## config.mk

```make
export PLATFORM = sky130hd
export DESIGN_NAME = cfs_supervisor
export DESIGN_NICKNAME = d
export VERILOG_FILES = /design/src/rtl/cfs_pkg.sv /design/src/rtl/cfs_supervisor.sv /design/src/rtl/cfs_sync.sv /design/src/rtl/cfs_pulse.sv
export VERILOG_INCLUDE_DIRS = /design/src /design/src/rtl
export SDC_FILE = /design/constraint.sdc
export NUM_CORES = 1
export LEC_CHECK = 0
export BUFFER_PORTS_ARGS = -buffer_cell sky130_fd_sc_hd__buf_2
export CAP_MARGIN = 20
export CORE_MARGIN = 4
export CORE_UTILIZATION = 40
export CTS_CLUSTER_SIZE = 14
export DETAILED_ROUTE_END_ITERATION = 16
export MAX_ROUTING_LAYER = met4
export REMOVE_ABC_BUFFERS = 1
export SYNTH_ARGS = -nofsm -noshare
export SYNTH_HDL_FRONTEND = slang
export SYNTH_SLANG_ARGS = --single-unit
```

## constraint.sdc

```tcl
create_clock -name aclk -period 3.4 [get_ports aclk]
set_input_delay 0.34 -clock aclk [delete_from_list [all_inputs] [get_ports aclk]]
set_output_delay 0.34 -clock aclk [all_outputs]
set_load 0.05 [all_outputs]
```

## src/rtl/cfs_cfg.svh

```systemverilog
// Constants of the charger fault and safety supervisor
`ifndef CFS_CFG_SVH
`define CFS_CFG_SVH

// Register byte offsets
`define CFS_ADDR_CTRL 8'h00
`define CFS_ADDR_STATUS 8'h04
`define CFS_ADDR_IRQ_STS 8'h08
`define CFS_ADDR_IRQ_MASK 8'h0c

// Control fields and reset value
`define CFS_CTRL_SLOW 0
`define CFS_CTRL_TSEL_LO 1
`define CFS_CTRL_TSEL_HI 2
`define CFS_CTRL_OVP_LO 4
`define CFS_CTRL_OVP_HI 7
`define CFS_CTRL_RESTART 8
`define CFS_CTRL_CHG_EN 9
`define CFS_CTRL_RST 32'h0000_0200
`define CFS_CTRL_WMASK 32'h0000_02f7

// Overvoltage select: 6.5V plus 0.5V a step, top code 10.5V
`define CFS_OVP_MAX 4'h8
`define CFS_TSEL_OFF 2'h3

// Number of event bits in the interrupt status
`define CFS_EVT_N 7

// Pulse width: time in microseconds, clock in MHz
`define CFS_PULSE_US 12'h100
`define CFS_CLK_MHZ 12'h00a
`define CFS_PULSE_CYC (`CFS_PULSE_US * `CFS_CLK_MHZ)

// Timer base: one tick a second at 10 MHz, limits in ticks
`define CFS_TICK_CYC 24'h98_9680
`define CFS_TMR_LIM0 16'h0a8c
`define CFS_TMR_LIM1 16'h5460
`define CFS_TMR_LIM2 16'h7e90

// Comparator trip points in tenths of a percent of reference
`define CFS_TS_HOT_PM 12'h12c
`define CFS_TS_WARM_PM 12'h17f
`define CFS_TS_COOL_PM 12'h1e5
`define CFS_TS_COLD_PM 12'h258

// AXI responses
`define CFS_RESP_OKAY 2'h0
`define CFS_RESP_SLVERR 2'h2

`endif

```

## src/rtl/cfs_pkg.sv

```systemverilog
// Types of the charger fault and safety supervisor
package cfs_pkg;

  // Battery temperature zone, one-hot
  typedef enum logic [4:0] {
    TZ_COLD = 5'h01,
    TZ_COOL = 5'h02,
    TZ_NORMAL = 5'h04,
    TZ_WARM = 5'h08,
    TZ_HOT = 5'h10
  } cfs_zone_e;

endpackage : cfs_pkg

```

## src/rtl/cfs_supervisor.sv

```systemverilog
// Charger fault and safety supervisor with AXI4-Lite registers
//
// Local design decisions: register access over AXI4-Lite and the register offsets.
`timescale 1ns/1ps
`include "cfs_cfg.svh"
module cfs_supervisor #(
  parameter logic [23:0] TICK_CYCLES = `CFS_TICK_CYC,
  parameter logic [15:0] TMR_LIM0 = `CFS_TMR_LIM0,
  parameter logic [15:0] TMR_LIM1 = `CFS_TMR_LIM1,
  parameter logic [15:0] TMR_LIM2 = `CFS_TMR_LIM2
) (
  // Clock and reset
  input wire logic aclk,
  input wire logic aresetn,
  // AXI4-Lite write
  input wire logic [7:0] s_awaddr,
  input wire logic s_awvalid,
  output logic s_awready,
  input wire logic [31:0] s_wdata,
  input wire logic [3:0] s_wstrb,
  input wire logic s_wvalid,
  output logic s_wready,
  output logic [1:0] s_bresp,
  output logic s_bvalid,
  input wire logic s_bready,
  // AXI4-Lite read
  input wire logic [7:0] s_araddr,
  input wire logic s_arvalid,
  output logic s_arready,
  output logic [31:0] s_rdata,
  output logic [1:0] s_rresp,
  output logic s_rvalid,
  input wire logic s_rready,
  // Supply comparators
  input wire logic cmp_uvlo_ok,
  input wire logic cmp_sleep_enter,
  input wire logic cmp_sleep_exit,
  input wire logic cmp_ovp,
  // Die temperature comparators
  input wire logic cmp_treg,
  input wire logic cmp_tshut,
  // Battery temp sense comparators
  input wire logic cmp_ts_below_hot,
  input wire logic cmp_ts_below_warm,
  input wire logic cmp_ts_above_cool,
  input wire logic cmp_ts_above_cold,
  // Set-pin short detectors
  input wire logic cmp_input_limit_set_pin_short,
  input wire logic cmp_charge_current_set_pin_short,
  // Charger loop state
  input wire logic chg_precharge,
  input wire logic chg_terminated,
  // Power stage controls
  output logic buck_enable,
  output logic batfet_enable,
  output logic charge_enable,
  output logic charge_current_reduce,
  output logic input_limit_default_2a,
  output logic [3:0] input_overvoltage_threshold,
  // Status and interrupt
  output logic stat_pulse,
  output logic int_pulse,
  output logic irq
);

  // Synchronised comparators
  localparam int NSYNC = 14;
  logic [NSYNC-1:0] raw_in;
  logic [NSYNC-1:0] syn;
  logic uvlo_ok;
  logic sleep_in;
  logic sleep_out;
  logic ovp;
  logic treg;
  logic tshut;
  logic lt_hot;
  logic lt_warm;
  logic gt_cool;
  logic gt_cold;
  logic input_limit_set_pin_short;
  logic charge_current_set_pin_short;
  logic precharge;
  logic terminated;

  assign raw_in = {cmp_uvlo_ok, cmp_sleep_enter, cmp_sleep_exit, cmp_ovp,
                   cmp_treg, cmp_tshut, cmp_ts_below_hot, cmp_ts_below_warm,
                   cmp_ts_above_cool, cmp_ts_above_cold,
                   cmp_input_limit_set_pin_short,
                   cmp_charge_current_set_pin_short,
                   chg_precharge, chg_terminated};

  cfs_sync #(.W(NSYNC)) u_sync (
    .aclk(aclk),
    .aresetn(aresetn),
    .async_in(raw_in),
    .sync_out(syn)
  );

  assign {uvlo_ok, sleep_in, sleep_out, ovp, treg, tshut, lt_hot, lt_warm,
          gt_cool, gt_cold, input_limit_set_pin_short, charge_current_set_pin_short, precharge, terminated} = syn;

  // Registers
  logic [31:0] ctrl_q;
  logic [`CFS_EVT_N-1:0] irq_sts_q;
  logic [`CFS_EVT_N-1:0] irq_mask_q;
  logic restart_q;
  logic slow_en;
  logic [1:0] tsel;
  logic chg_en;

  assign slow_en = ctrl_q[`CFS_CTRL_SLOW];
  assign tsel = ctrl_q[`CFS_CTRL_TSEL_HI:`CFS_CTRL_TSEL_LO];
  assign chg_en = ctrl_q[`CFS_CTRL_CHG_EN];

  // Host field clamped to the top legal step
  logic [3:0] ovp_field;
  assign ovp_field = ctrl_q[`CFS_CTRL_OVP_HI:`CFS_CTRL_OVP_LO];
  assign input_overvoltage_threshold =
    (ovp_field > `CFS_OVP_MAX) ? `CFS_OVP_MAX : ovp_field;

  // Temperature zone
  cfs_pkg::cfs_zone_e zone_d;
  cfs_pkg::cfs_zone_e zone_q;

  always_comb begin
    if (lt_hot) begin
      zone_d = cfs_pkg::TZ_HOT;
    end else if (lt_warm) begin
      zone_d = cfs_pkg::TZ_WARM;
    end else if (gt_cold) begin
      zone_d = cfs_pkg::TZ_COLD;
    end else if (gt_cool) begin
      zone_d = cfs_pkg::TZ_COOL;
    end else begin
      zone_d = cfs_pkg::TZ_NORMAL;
    end
  end

  logic ts_fault;
  logic ts_reduce;
  assign ts_fault = (zone_d == cfs_pkg::TZ_HOT) || (zone_d == cfs_pkg::TZ_COLD);
  assign ts_reduce = (zone_d == cfs_pkg::TZ_COOL);

  // Sleep state, with lockout taking precedence
  logic sleep_q;
  logic sleep_d;
  logic uvlo_q;

  always_comb begin
    sleep_d = sleep_q;
    if (!uvlo_ok) begin
      sleep_d = 1'b0;
    end else if (sleep_q && sleep_out) begin
      sleep_d = 1'b0;
    end else if (!sleep_q && sleep_in) begin
      sleep_d = 1'b1;
    end
  end

  logic sleep_exit;
  logic uvlo_rise;
  logic cycle_start;
  assign sleep_exit = sleep_q && !sleep_d && uvlo_ok;
  assign uvlo_rise = uvlo_ok && !uvlo_q;
  // Fresh charge cycle resets the timer and clears a timer fault
  assign cycle_start = sleep_exit || uvlo_rise || restart_q;

  // Safety timer
  logic [23:0] tick_q;
  logic half_q;
  logic [15:0] sec_q;
  logic tmr_exp_q;
  logic tmr_pause;
  logic tmr_run;
  logic tmr_slow;
  logic tick;
  logic advance;
  logic expire;
  logic [15:0] tmr_lim;

  assign tmr_lim = (tsel == 2'h0) ? TMR_LIM0 :
                   (tsel == 2'h1) ? TMR_LIM1 : TMR_LIM2;
  assign tmr_pause = ovp || ts_fault || tshut || sleep_q || charge_current_set_pin_short;
  assign tmr_run = uvlo_ok && chg_en && !terminated && !tmr_exp_q && !tmr_pause
                   && (tsel != `CFS_TSEL_OFF);
  assign tmr_slow = slow_en && (precharge || treg || ts_reduce);
  assign tick = tmr_run && (tick_q == TICK_CYCLES - 24'h00_0001);
  assign advance = tick && (!tmr_slow || half_q);
  assign expire = advance && (sec_q + 16'h0001 >= tmr_lim);

  // Sub-tick count is held while paused so no time is lost
  always_ff @(posedge aclk) begin
    if (!aresetn || cycle_start) begin
      tick_q <= 24'h00_0000;
    end else if (tick) begin
      tick_q <= 24'h00_0000;
    end else if (tmr_run) begin
      tick_q <= tick_q + 24'h00_0001;
    end
  end

  always_ff @(posedge aclk) begin
    if (!aresetn || cycle_start) begin
      half_q <= 1'b0;
    end else if (tick && tmr_slow) begin
      half_q <= !half_q;
    end
  end

  always_ff @(posedge aclk) begin
    if (!aresetn || cycle_start) begin
      sec_q <= 16'h0000;
    end else if (expire) begin
      sec_q <= 16'h0000;
    end else if (advance) begin
      sec_q <= sec_q + 16'h0001;
    end
  end

  always_ff @(posedge aclk) begin
    if (!aresetn || cycle_start) begin
      tmr_exp_q <= 1'b0;
    end else if (expire) begin
      tmr_exp_q <= 1'b1;
    end
  end

  // Power stage decisions
  logic buck_d;
  logic chg_d;
  // Next sleep state, so the converter never blips on at sleep entry
  assign buck_d = uvlo_ok && !sleep_d && !ovp && !tshut;
  // Warm zone is absent here on purpose
  assign chg_d = buck_d && chg_en && !ts_fault && !charge_current_set_pin_short
                 && !tmr_exp_q;

  always_ff @(posedge aclk) begin
    if (!aresetn) begin
      buck_enable <= 1'b0;
      batfet_enable <= 1'b0;
      charge_enable <= 1'b0;
      charge_current_reduce <= 1'b0;
      input_limit_default_2a <= 1'b0;
    end else begin
      buck_enable <= buck_d;
      batfet_enable <= sleep_q || !buck_d;
      charge_enable <= chg_d;
      charge_current_reduce <= ts_reduce;
      input_limit_default_2a <= input_limit_set_pin_short;
    end
  end

  // Event detection on synchronised levels
  logic ovp_q;
  logic tshut_q;
  logic charge_current_set_pin_q;
  logic tsf_q;
  logic [`CFS_EVT_N-1:0] evt;

  always_ff @(posedge aclk) begin
    if (!aresetn) begin
      sleep_q <= 1'b0;
      uvlo_q <= 1'b0;
      ovp_q <= 1'b0;
      tshut_q <= 1'b0;
      charge_current_set_pin_q <= 1'b0;
      tsf_q <= 1'b0;
      zone_q <= cfs_pkg::TZ_NORMAL;
    end else begin
      sleep_q <= sleep_d;
      uvlo_q <= uvlo_ok;
      ovp_q <= ovp;
      tshut_q <= tshut;
      charge_current_set_pin_q <= charge_current_set_pin_short;
      tsf_q <= ts_fault;
      zone_q <= zone_d;
    end
  end

  assign evt = {charge_current_set_pin_short && !charge_current_set_pin_q,
                ts_fault && !tsf_q,
                (zone_d == cfs_pkg::TZ_WARM) && (zone_q != cfs_pkg::TZ_WARM),
                expire,
                tshut && !tshut_q,
                ovp && !ovp_q,
                sleep_d && !sleep_q};

  // One shared pulse drives both open-drain status pins
  logic pulse;
  cfs_pulse u_pulse (
    .aclk(aclk),
    .aresetn(aresetn),
    .trigger(|evt),
    .pulse(pulse)
  );

  assign stat_pulse = pulse;
  assign int_pulse = pulse;

  // AXI4-Lite slave
  function automatic logic [1:0] reg_index(input logic [7:0] addr);
    if (addr == `CFS_ADDR_CTRL) begin
      reg_index = 2'h0;
    end else if (addr == `CFS_ADDR_STATUS) begin
      reg_index = 2'h1;
    end else if (addr == `CFS_ADDR_IRQ_STS) begin
      reg_index = 2'h2;
    end else begin
      reg_index = 2'h3;
    end
  endfunction : reg_index

  function automatic logic reg_mapped(input logic [7:0] addr);
    reg_mapped = (addr == `CFS_ADDR_CTRL) || (addr == `CFS_ADDR_STATUS) ||
                 (addr == `CFS_ADDR_IRQ_STS) || (addr == `CFS_ADDR_IRQ_MASK);
  endfunction : reg_mapped

  logic bvalid_q;
  logic [1:0] bresp_q;
  logic rvalid_q;
  logic [1:0] rresp_q;
  logic [31:0] rdata_q;
  logic wr_fire;
  logic rd_fire;
  logic [31:0] bytemask;
  logic [31:0] wbits;
  logic wr_ctrl;
  logic wr_sts;
  logic wr_mask;
  logic [31:0] status_word;
  logic [31:0] rd_word;

  assign wr_fire = s_awvalid && s_wvalid && !bvalid_q;
  assign s_awready = wr_fire;
  assign s_wready = wr_fire;
  assign rd_fire = s_arvalid && !rvalid_q;
  assign s_arready = !rvalid_q;
  assign bytemask = {{8{s_wstrb[3]}}, {8{s_wstrb[2]}}, {8{s_wstrb[1]}}, {8{s_wstrb[0]}}};
  assign wbits = s_wdata & bytemask;
  assign wr_ctrl = wr_fire && reg_mapped(s_awaddr) && (reg_index(s_awaddr) == 2'h0);
  assign wr_sts = wr_fire && reg_mapped(s_awaddr) && (reg_index(s_awaddr) == 2'h2);
  assign wr_mask = wr_fire && reg_mapped(s_awaddr) && (reg_index(s_awaddr) == 2'h3);

  // Live state; fault bits other than the latched timer expiry fall back on their own once the cause clears
  assign status_word = {19'h0_0000, zone_q, tmr_exp_q, charge_current_set_pin_short, input_limit_set_pin_short,
                        tshut, ovp, sleep_q, charge_enable, buck_enable};

  always_comb begin
    if (!reg_mapped(s_araddr)) begin
      rd_word = 32'h0000_0000;
    end else if (reg_index(s_araddr) == 2'h0) begin
      rd_word = ctrl_q;
    end else if (reg_index(s_araddr) == 2'h1) begin
      rd_word = status_word;
    end else if (reg_index(s_araddr) == 2'h2) begin
      rd_word = {25'h000_0000, irq_sts_q};
    end else begin
      rd_word = {25'h000_0000, irq_mask_q};
    end
  end

  // Restart bit is a strobe and never reads back as one
  always_ff @(posedge aclk) begin
    if (!aresetn) begin
      ctrl_q <= `CFS_CTRL_RST;
      restart_q <= 1'b0;
    end else begin
      restart_q <= wr_ctrl && wbits[`CFS_CTRL_RESTART];
      if (wr_ctrl) begin
        ctrl_q <= (ctrl_q & ~(bytemask & `CFS_CTRL_WMASK)) |
                  (wbits & `CFS_CTRL_WMASK);
      end
    end
  end

  // Event set wins over a write-one clear in the same cycle
  always_ff @(posedge aclk) begin
    if (!aresetn) begin
      irq_sts_q <= 7'h00;
      irq_mask_q <= 7'h00;
      irq <= 1'b0;
    end else begin
      irq_sts_q <= (irq_sts_q & ~(wr_sts ? wbits[`CFS_EVT_N-1:0] : 7'h00)) | evt;
      if (wr_mask) begin
        irq_mask_q <= wbits[`CFS_EVT_N-1:0];
      end
      irq <= |(irq_sts_q & irq_mask_q);
    end
  end

  always_ff @(posedge aclk) begin
    if (!aresetn) begin
      bvalid_q <= 1'b0;
      bresp_q <= `CFS_RESP_OKAY;
    end else if (wr_fire) begin
      bvalid_q <= 1'b1;
      bresp_q <= reg_mapped(s_awaddr) ? `CFS_RESP_OKAY : `CFS_RESP_SLVERR;
    end else if (s_bready) begin
      bvalid_q <= 1'b0;
    end
  end

  always_ff @(posedge aclk) begin
    if (!aresetn) begin
      rvalid_q <= 1'b0;
      rresp_q <= `CFS_RESP_OKAY;
      rdata_q <= 32'h0000_0000;
    end else if (rd_fire) begin
      rvalid_q <= 1'b1;
      rresp_q <= reg_mapped(s_araddr) ? `CFS_RESP_OKAY : `CFS_RESP_SLVERR;
      rdata_q <= rd_word;
    end else if (s_rready) begin
      rvalid_q <= 1'b0;
    end
  end

  assign s_bvalid = bvalid_q;
  assign s_bresp = bresp_q;
  assign s_rvalid = rvalid_q;
  assign s_rresp = rresp_q;
  assign s_rdata = rdata_q;

endmodule : cfs_supervisor

```

## src/rtl/cfs_sync.sv

```systemverilog
// Two-flop synchroniser for a group of pin levels
`timescale 1ns/1ps
module cfs_sync #(
  parameter int W = 1
) (
  // Clock and reset
  input wire logic aclk,
  input wire logic aresetn,
  // Levels
  input wire logic [W-1:0] async_in,
  output logic [W-1:0] sync_out
);

  logic [W-1:0] meta_q;
  logic [W-1:0] sync_q;

  genvar i;
  for (i = 0; i < W; i++) begin : g_bit
    always_ff @(posedge aclk) begin
      if (!aresetn) begin
        meta_q[i] <= 1'b0;
        sync_q[i] <= 1'b0;
      end else begin
        meta_q[i] <= async_in[i];
        sync_q[i] <= meta_q[i];
      end
    end
  end

  assign sync_out = sync_q;

endmodule : cfs_sync

```

## src/rtl/cfs_pulse.sv

```systemverilog
// Fixed-width status pulse generator
`timescale 1ns/1ps
`include "cfs_cfg.svh"
module cfs_pulse (
  // Clock and reset
  input wire logic aclk,
  input wire logic aresetn,
  // Trigger and pulse
  input wire logic trigger,
  output logic pulse
);

  logic [11:0] cnt_q;
  logic busy_q;
  logic [11:0] last_cyc;

  assign last_cyc = 12'(`CFS_PULSE_CYC - 1);

  // Triggers inside a pulse are merged, never restarting it
  always_ff @(posedge aclk) begin
    if (!aresetn) begin
      cnt_q <= 12'h000;
      busy_q <= 1'b0;
    end else if (busy_q) begin
      cnt_q <= cnt_q + 12'h001;
      if (cnt_q == last_cyc) begin
        busy_q <= 1'b0;
      end
    end else if (trigger) begin
      cnt_q <= 12'h000;
      busy_q <= 1'b1;
    end
  end

  assign pulse = busy_q;

endmodule : cfs_pulse

```

# ---- Word level (Yosys, flattened, before mapping)
# Index checks and enable logic that the tools add are counted.
dict set report totals {
  reg_bits 185
  inputBits 73
  output_inout_bits 53
}
dict set report op_classes {
  addsub 3
  order_cmp 2
  n_eq_ne 19
  muxes 38
  n_bitwise 8
  n_reduce_logical 86
}
# cell n
set ops {}
lappend ops {{$mux 32} 2}
lappend ops {{$logic_and 1x1->1} 36}
lappend ops {{$and 32x32->32} 1}
lappend ops {{$eq 8x4->1 const B} 4}
lappend ops {{$not 10->32} 1}
lappend ops {{$or 32x10->32} 1}
lappend ops {{$add 24x1->24 const B} 1}
lappend ops {{$eq 24x24->1 const B} 1}
lappend ops {{$mux 12} 2}
lappend ops {{$mux 2} 12}
lappend ops {{$logic_not 1->1} 20}
lappend ops {{$logic_or 1x1->1} 18}
lappend ops {{$add 16x1->16 const B} 1}
lappend ops {{$eq 8x3->1 const B} 2}
lappend ops {{$ge 16x15->1} 1}
lappend ops {{$logic_not 8->1} 2}
lappend ops {{$mux 15} 1}
lappend ops {{$and 7x7->7} 2}
lappend ops {{$mux 14} 1}
lappend ops {{$mux 7} 2}
lappend ops {{$reduce_or 7->1} 2}
lappend ops {{$mux 13} 1}
lappend ops {{$add 12x1->12 const B} 1}
lappend ops {{$eq 12x12->1 const B} 1}
lappend ops {{other kinds (19)} 40}

# ---- Longest topological paths before layout
dict set report depth {
  word_depth 19
  depth_mapped 13
  mapped_depth_nobuf 12
}

# ---- By module
# Synthesis repeated with hierarchy kept, for this count alone.
dict set report hier_totals {
  cells_unflattened 741
  area_unflattened_um2 6501.2
}
# mod n_inst cells_per_inst area_each_um2
set by_module_without_submodules {}
lappend by_module_without_submodules {cfs_supervisor 1 608 5028.6}
lappend by_module_without_submodules {cfs_sync 1 58 785.8}
lappend by_module_without_submodules {cfs_pulse 1 75 686.9}

# ---- Worst setup path after synthesis
# Ideal clock, no wire load.
dict set report synth_path {
  path_kind {reg2reg}
  from {reg sec_q[3]}
  to {reg u_pulse.cnt_q[1]}
  arrival_ns 3.204
  required_ns 3.338
  slack_ns 0.134
  stages_incl_launch_ff 13
  synth_period_minus_slack_ns 3.266
  path_cell_list {dfxtp_1 nand4_1 or3_1 clkbuf_1 or3_1 nand2_1 ha_1 nand3_1 o221ai_1 a221oi_1 nand3_2 a311oi_4 a32o_1}
}
dict set report synth_via {
  elab_chain_cells 5
}
# item line_no
set synth_lines {}
lappend synth_lines {{from (decl)} cfs_supervisor.sv:171} ;# logic [15:0] sec_q;
lappend synth_lines {{from (signal assigned)} cfs_supervisor.sv:216} ;# sec_q <= sec_q + 16'h0001;
lappend synth_lines {{$add 16x1->16} cfs_supervisor.sv:189} ;# assign expire = advance && (sec_q + 16'h0001 >= tmr_lim);
lappend synth_lines {{$ge 16x15->1} cfs_supervisor.sv:189}
lappend synth_lines {{$logic_and 1x1->1} cfs_supervisor.sv:189}
lappend synth_lines {{$reduce_or 7->1} cfs_supervisor.sv:293} ;# .trigger(|evt),
lappend synth_lines {{$reduce_bool 2->1 (no source line)} n/a}
lappend synth_lines {{to (signal assigned)} cfs_pulse.sv:25} ;# cnt_q <= cnt_q + 12'h001;
lappend synth_lines {{to (decl)} cfs_pulse.sv:13} ;# logic [11:0] cnt_q;
# No other way between the ends.
# A chain may end at the register's enable or synchronous reset.

# ---- Worst setup path in the final report
dict set report layout_path {
  from {reg sec_q[0]}
  to {reg sec_q[1]}
}
dict set report layout_via {
  elab_chain_cells 4
}
# item line_no
set layout_lines {}
lappend layout_lines {{$add 16x1->16 *} {cfs_supervisor.sv:189, cfs_supervisor.sv:216}}
lappend layout_lines {{$ge 16x15->1} cfs_supervisor.sv:189}
lappend layout_lines {{$logic_and 1x1->1} cfs_supervisor.sv:189}
lappend layout_lines {{$reduce_or 2->1 (no source line)} n/a}
# Mark *: on every way between the ends. The rest lies on a longest branch, timed or not.

==> flow_summary.ini <==
[global_route]
grtUsageTotal_pct = 17.2
use_met3_pct = 3.99
grt_pass1_vias = 5228
antenna_found_initial = 0
busiest_layer = met2
grt_pass1_wl_um = 24600
grt_use_met2_pct = 26.7
grt_util_met1_pct = 22.2
overflow = 0
grt_max_degree = 52

[yosys]
synth_ff_type = dfxtp_1
synthSimpleGateAreaFrac_pct = 26.3
yosysWarningCount = 0
ys_top_cells_by_area = dfxtp_1, nand2_1, and2_1
synth_seq_cells = 140
async_flop_share_pct = 0
synthMuxAreaShare_pct = 1.74
ys_seq_area_share_pct = 43.7
synth_edf_count = 0
synth_top_area_share_pct = 43.7
synth.largest_area_cell = dfxtp_1
synthCells = 727
synthesis.area_sq_um = 6410
synth_compound_gate_area_share_pct = 14.0
synth_top_family_by_area = simple AND/OR/NAND/NOR gates
yosys.area_share.adder_pct = 2.93
synth_xor_area_share_pct = 5.74
synth_cell_type_count = 65
avgSynthCellArea_sq_um = 8.82

[cells_and_area]
drive_gt1_share_pct = 20.1
diodes = 0
area_growth_pct = 20.6
final_cell_mix = dfxtp_1, nand2_1, buf_2
final_common_cell = dfxtp_1
fin_nets = 914

[floorplan]
initial_core_util_pct = 40.6
die_y_um = 135
row_count = 46
chipWidth_um = 135
io_pins = 126
dieArea_sq_um = 18100
fp.coreArea_sq_um = 15800

[timing]
slew_headroom_pct = 50.7
rsz0062_at_grt = false
fmax_mhz = 311
hold_violations = 0
slew_viol_final = 0
whs_ps = 106
final.period_utilization_pct = 94.6
setup_ws_ps = 185
worst_pin_slew_ps = 734
finalSetupViolations = 0
layout_min_cycle_time_ps = 3210
fin_skew_ps = 8.05

[detailed_routing]
firstDrtPassIters = 5
drt_iter0_markers = 294
drc = 0
ant_nets = 0
vias_per_cell = 5.08
vias = 5364
wl_per_cell_um = 14.1
wl_um = 14800

[critical_path]
crit_chain = ha_2, nand3_2, nor3_1, buf_4, nand4_1, xnor2_1, ha_1, a21oi_1, o221ai_1, a221oi_2, buf_4, nand3_2, buf_4, or3_1, a21oi_1
timing.critical_path.mode_cell = buf_4
cp_slowest_cell = dfxtp_2
path_max_fanout = 5
arrival_ps = 3560
cp_data_required_time_ps = 3750
max_stage_delay_ps = 370
critical_path_class = flip-flop to flip-flop
end_kind = flip-flop
crit_path_start_kind = flip-flop

[placement]
dp_hpwl_um = 10900
io_buffers = 80
pre_cts_ws_ps = 43.5
gp_congestion = 0.828

[clock_tree]
cts_hold_buf = 0
tritoncts = yes
cts_buffers = 17
cts_num_sinks = 140
htree_levels = 4
clockBufferDepth = 2
cts_root_buffer = clkbuf_16
cts_setup_buffers = 0
insertion_delay_ps = 430
path_clk_slew_ps = 70

[run_status]
status = completed

[run]
drv_cap = 0

[power]
power_density_nw_per_um2 = 497
irDropWorstVdd_mv = 0.436
leakagePower_nw = 3.12

[hold_path]
hold_path_class = input port to flip-flop
-- area by class of cell --
type                    count  area, sq um
clock buffers              18          439
clock inverters            14          164
fillers                  1531         8040
inverters                  19         71.3
multi-input cells         538         3350
flip-flops and latches    140         2810
well taps                 216          270
repair buffers            110          629
-- cell families after synthesis --
kind of cell             after synthesis
AND/OR/NAND/NOR                      326
flip-flops                           140
AO/OA/AOI/OAI                        123
buffers and inverters                 69
XOR/XNOR                              42
adder cells (fa/ha/maj)               15
multiplexers                          11
other                                  1
-- cells in the mapped netlist, drive strengths merged, types with 5 or more instances --
cell type / number
buf: 30
nor2: 60
o2bb2a: 9
nand2: 80
dfxtp: 140
nand4: 20
xor2: 27
or3: 9
ha: 15
or2: 5
xnor2: 15
o2bb2ai: 9
and2: 41
nor2b: 13
mux2i: 10
nand3: 49
a21oi: 36
nor4: 14
clkbuf: 20
o21ai: 22
a221oi: 7
o31ai: 11
and3: 10
nor3: 9
inv: 19
-- critical path, delay by kind of cell, from the launching register on --
kind | cells | cell delay (ps)
compound gates | 4 | 760
fa+ha+maj | 2 | 500
buf+inv | 3 | 490
simple gates | 5 | 850
xor+xnor | 1 | 160
flops | 1 | 370
-- flip-flops by register name, summed over array words and instances (netlist names), 5 cells and up, named ones only --
| signal | count |
|---|---|
| irq_mask_q | 7 |
| irq_sts_q | 7 |
| s_rdata | 13 |
| sec_q | 16 |
| tick_q | 24 |
| u_pulse.cnt_q | 12 |
| u_sync.meta_q | 14 |
| u_sync.sync_out | 14 |
| zone_q | 5 |
-- timing repair --
action                                  in CTS  in global routing
endpoints found under the setup margin       1                 27
pin swaps                                    0                  1
gates resized for setup                      1                  6
-- through the flow --
step                      total power [mW]  area (sq um)  utilization, %  instances  setup TNS (ps)
after floorplan                       1.89          6200               -        697            -603
after global placement                1.98          7090            45.0       1022               0
after detailed placement              1.99          7090            45.0       1022               0
after CTS                             3.87          7700            48.8       1054               0
after global routing                  3.97          7730            49.0       1055               0
final                                 3.84          7730            49.0       1055               0
-- final timing paths --
| check | cells after the start | end | startpoint | slack (ps) |
|---|---|---|---|---|
| worst max-delay path | 15 | sec_q[1]$_SDFFE_PP0P_ | sec_q[0]$_SDFFE_PP0P_ | 190 |
| worst min register to register | 1 | zone_q[2]$_SDFF_PN1_ | u_sync.sync_out[5]$_SDFF_PN0_ | 430 |
| worst min-delay path | 2 | s_rvalid$_SDFFE_PN0P_ | s_rready | 110 |
| worst max register to register | 15 | sec_q[1]$_SDFFE_PP0P_ | sec_q[0]$_SDFFE_PP0P_ | 190 |
-- metal layers --
metal  vias to the layer above  wire, um
li1                       2725         -
met1                      2506      7190
met2                       114      6880
met3                        19       540
met4                         0       212
met5                         -         0
-- where the power goes --
group	internal [mW]	leakage (nW)	total, mW	switching (mW)
clock network	1.07	0.299	1.89	0.817
logic	0.0738	1.68	0.260	0.186
registers	1.67	1.14	1.69	0.0206
(Power assumes the default switching activity.)
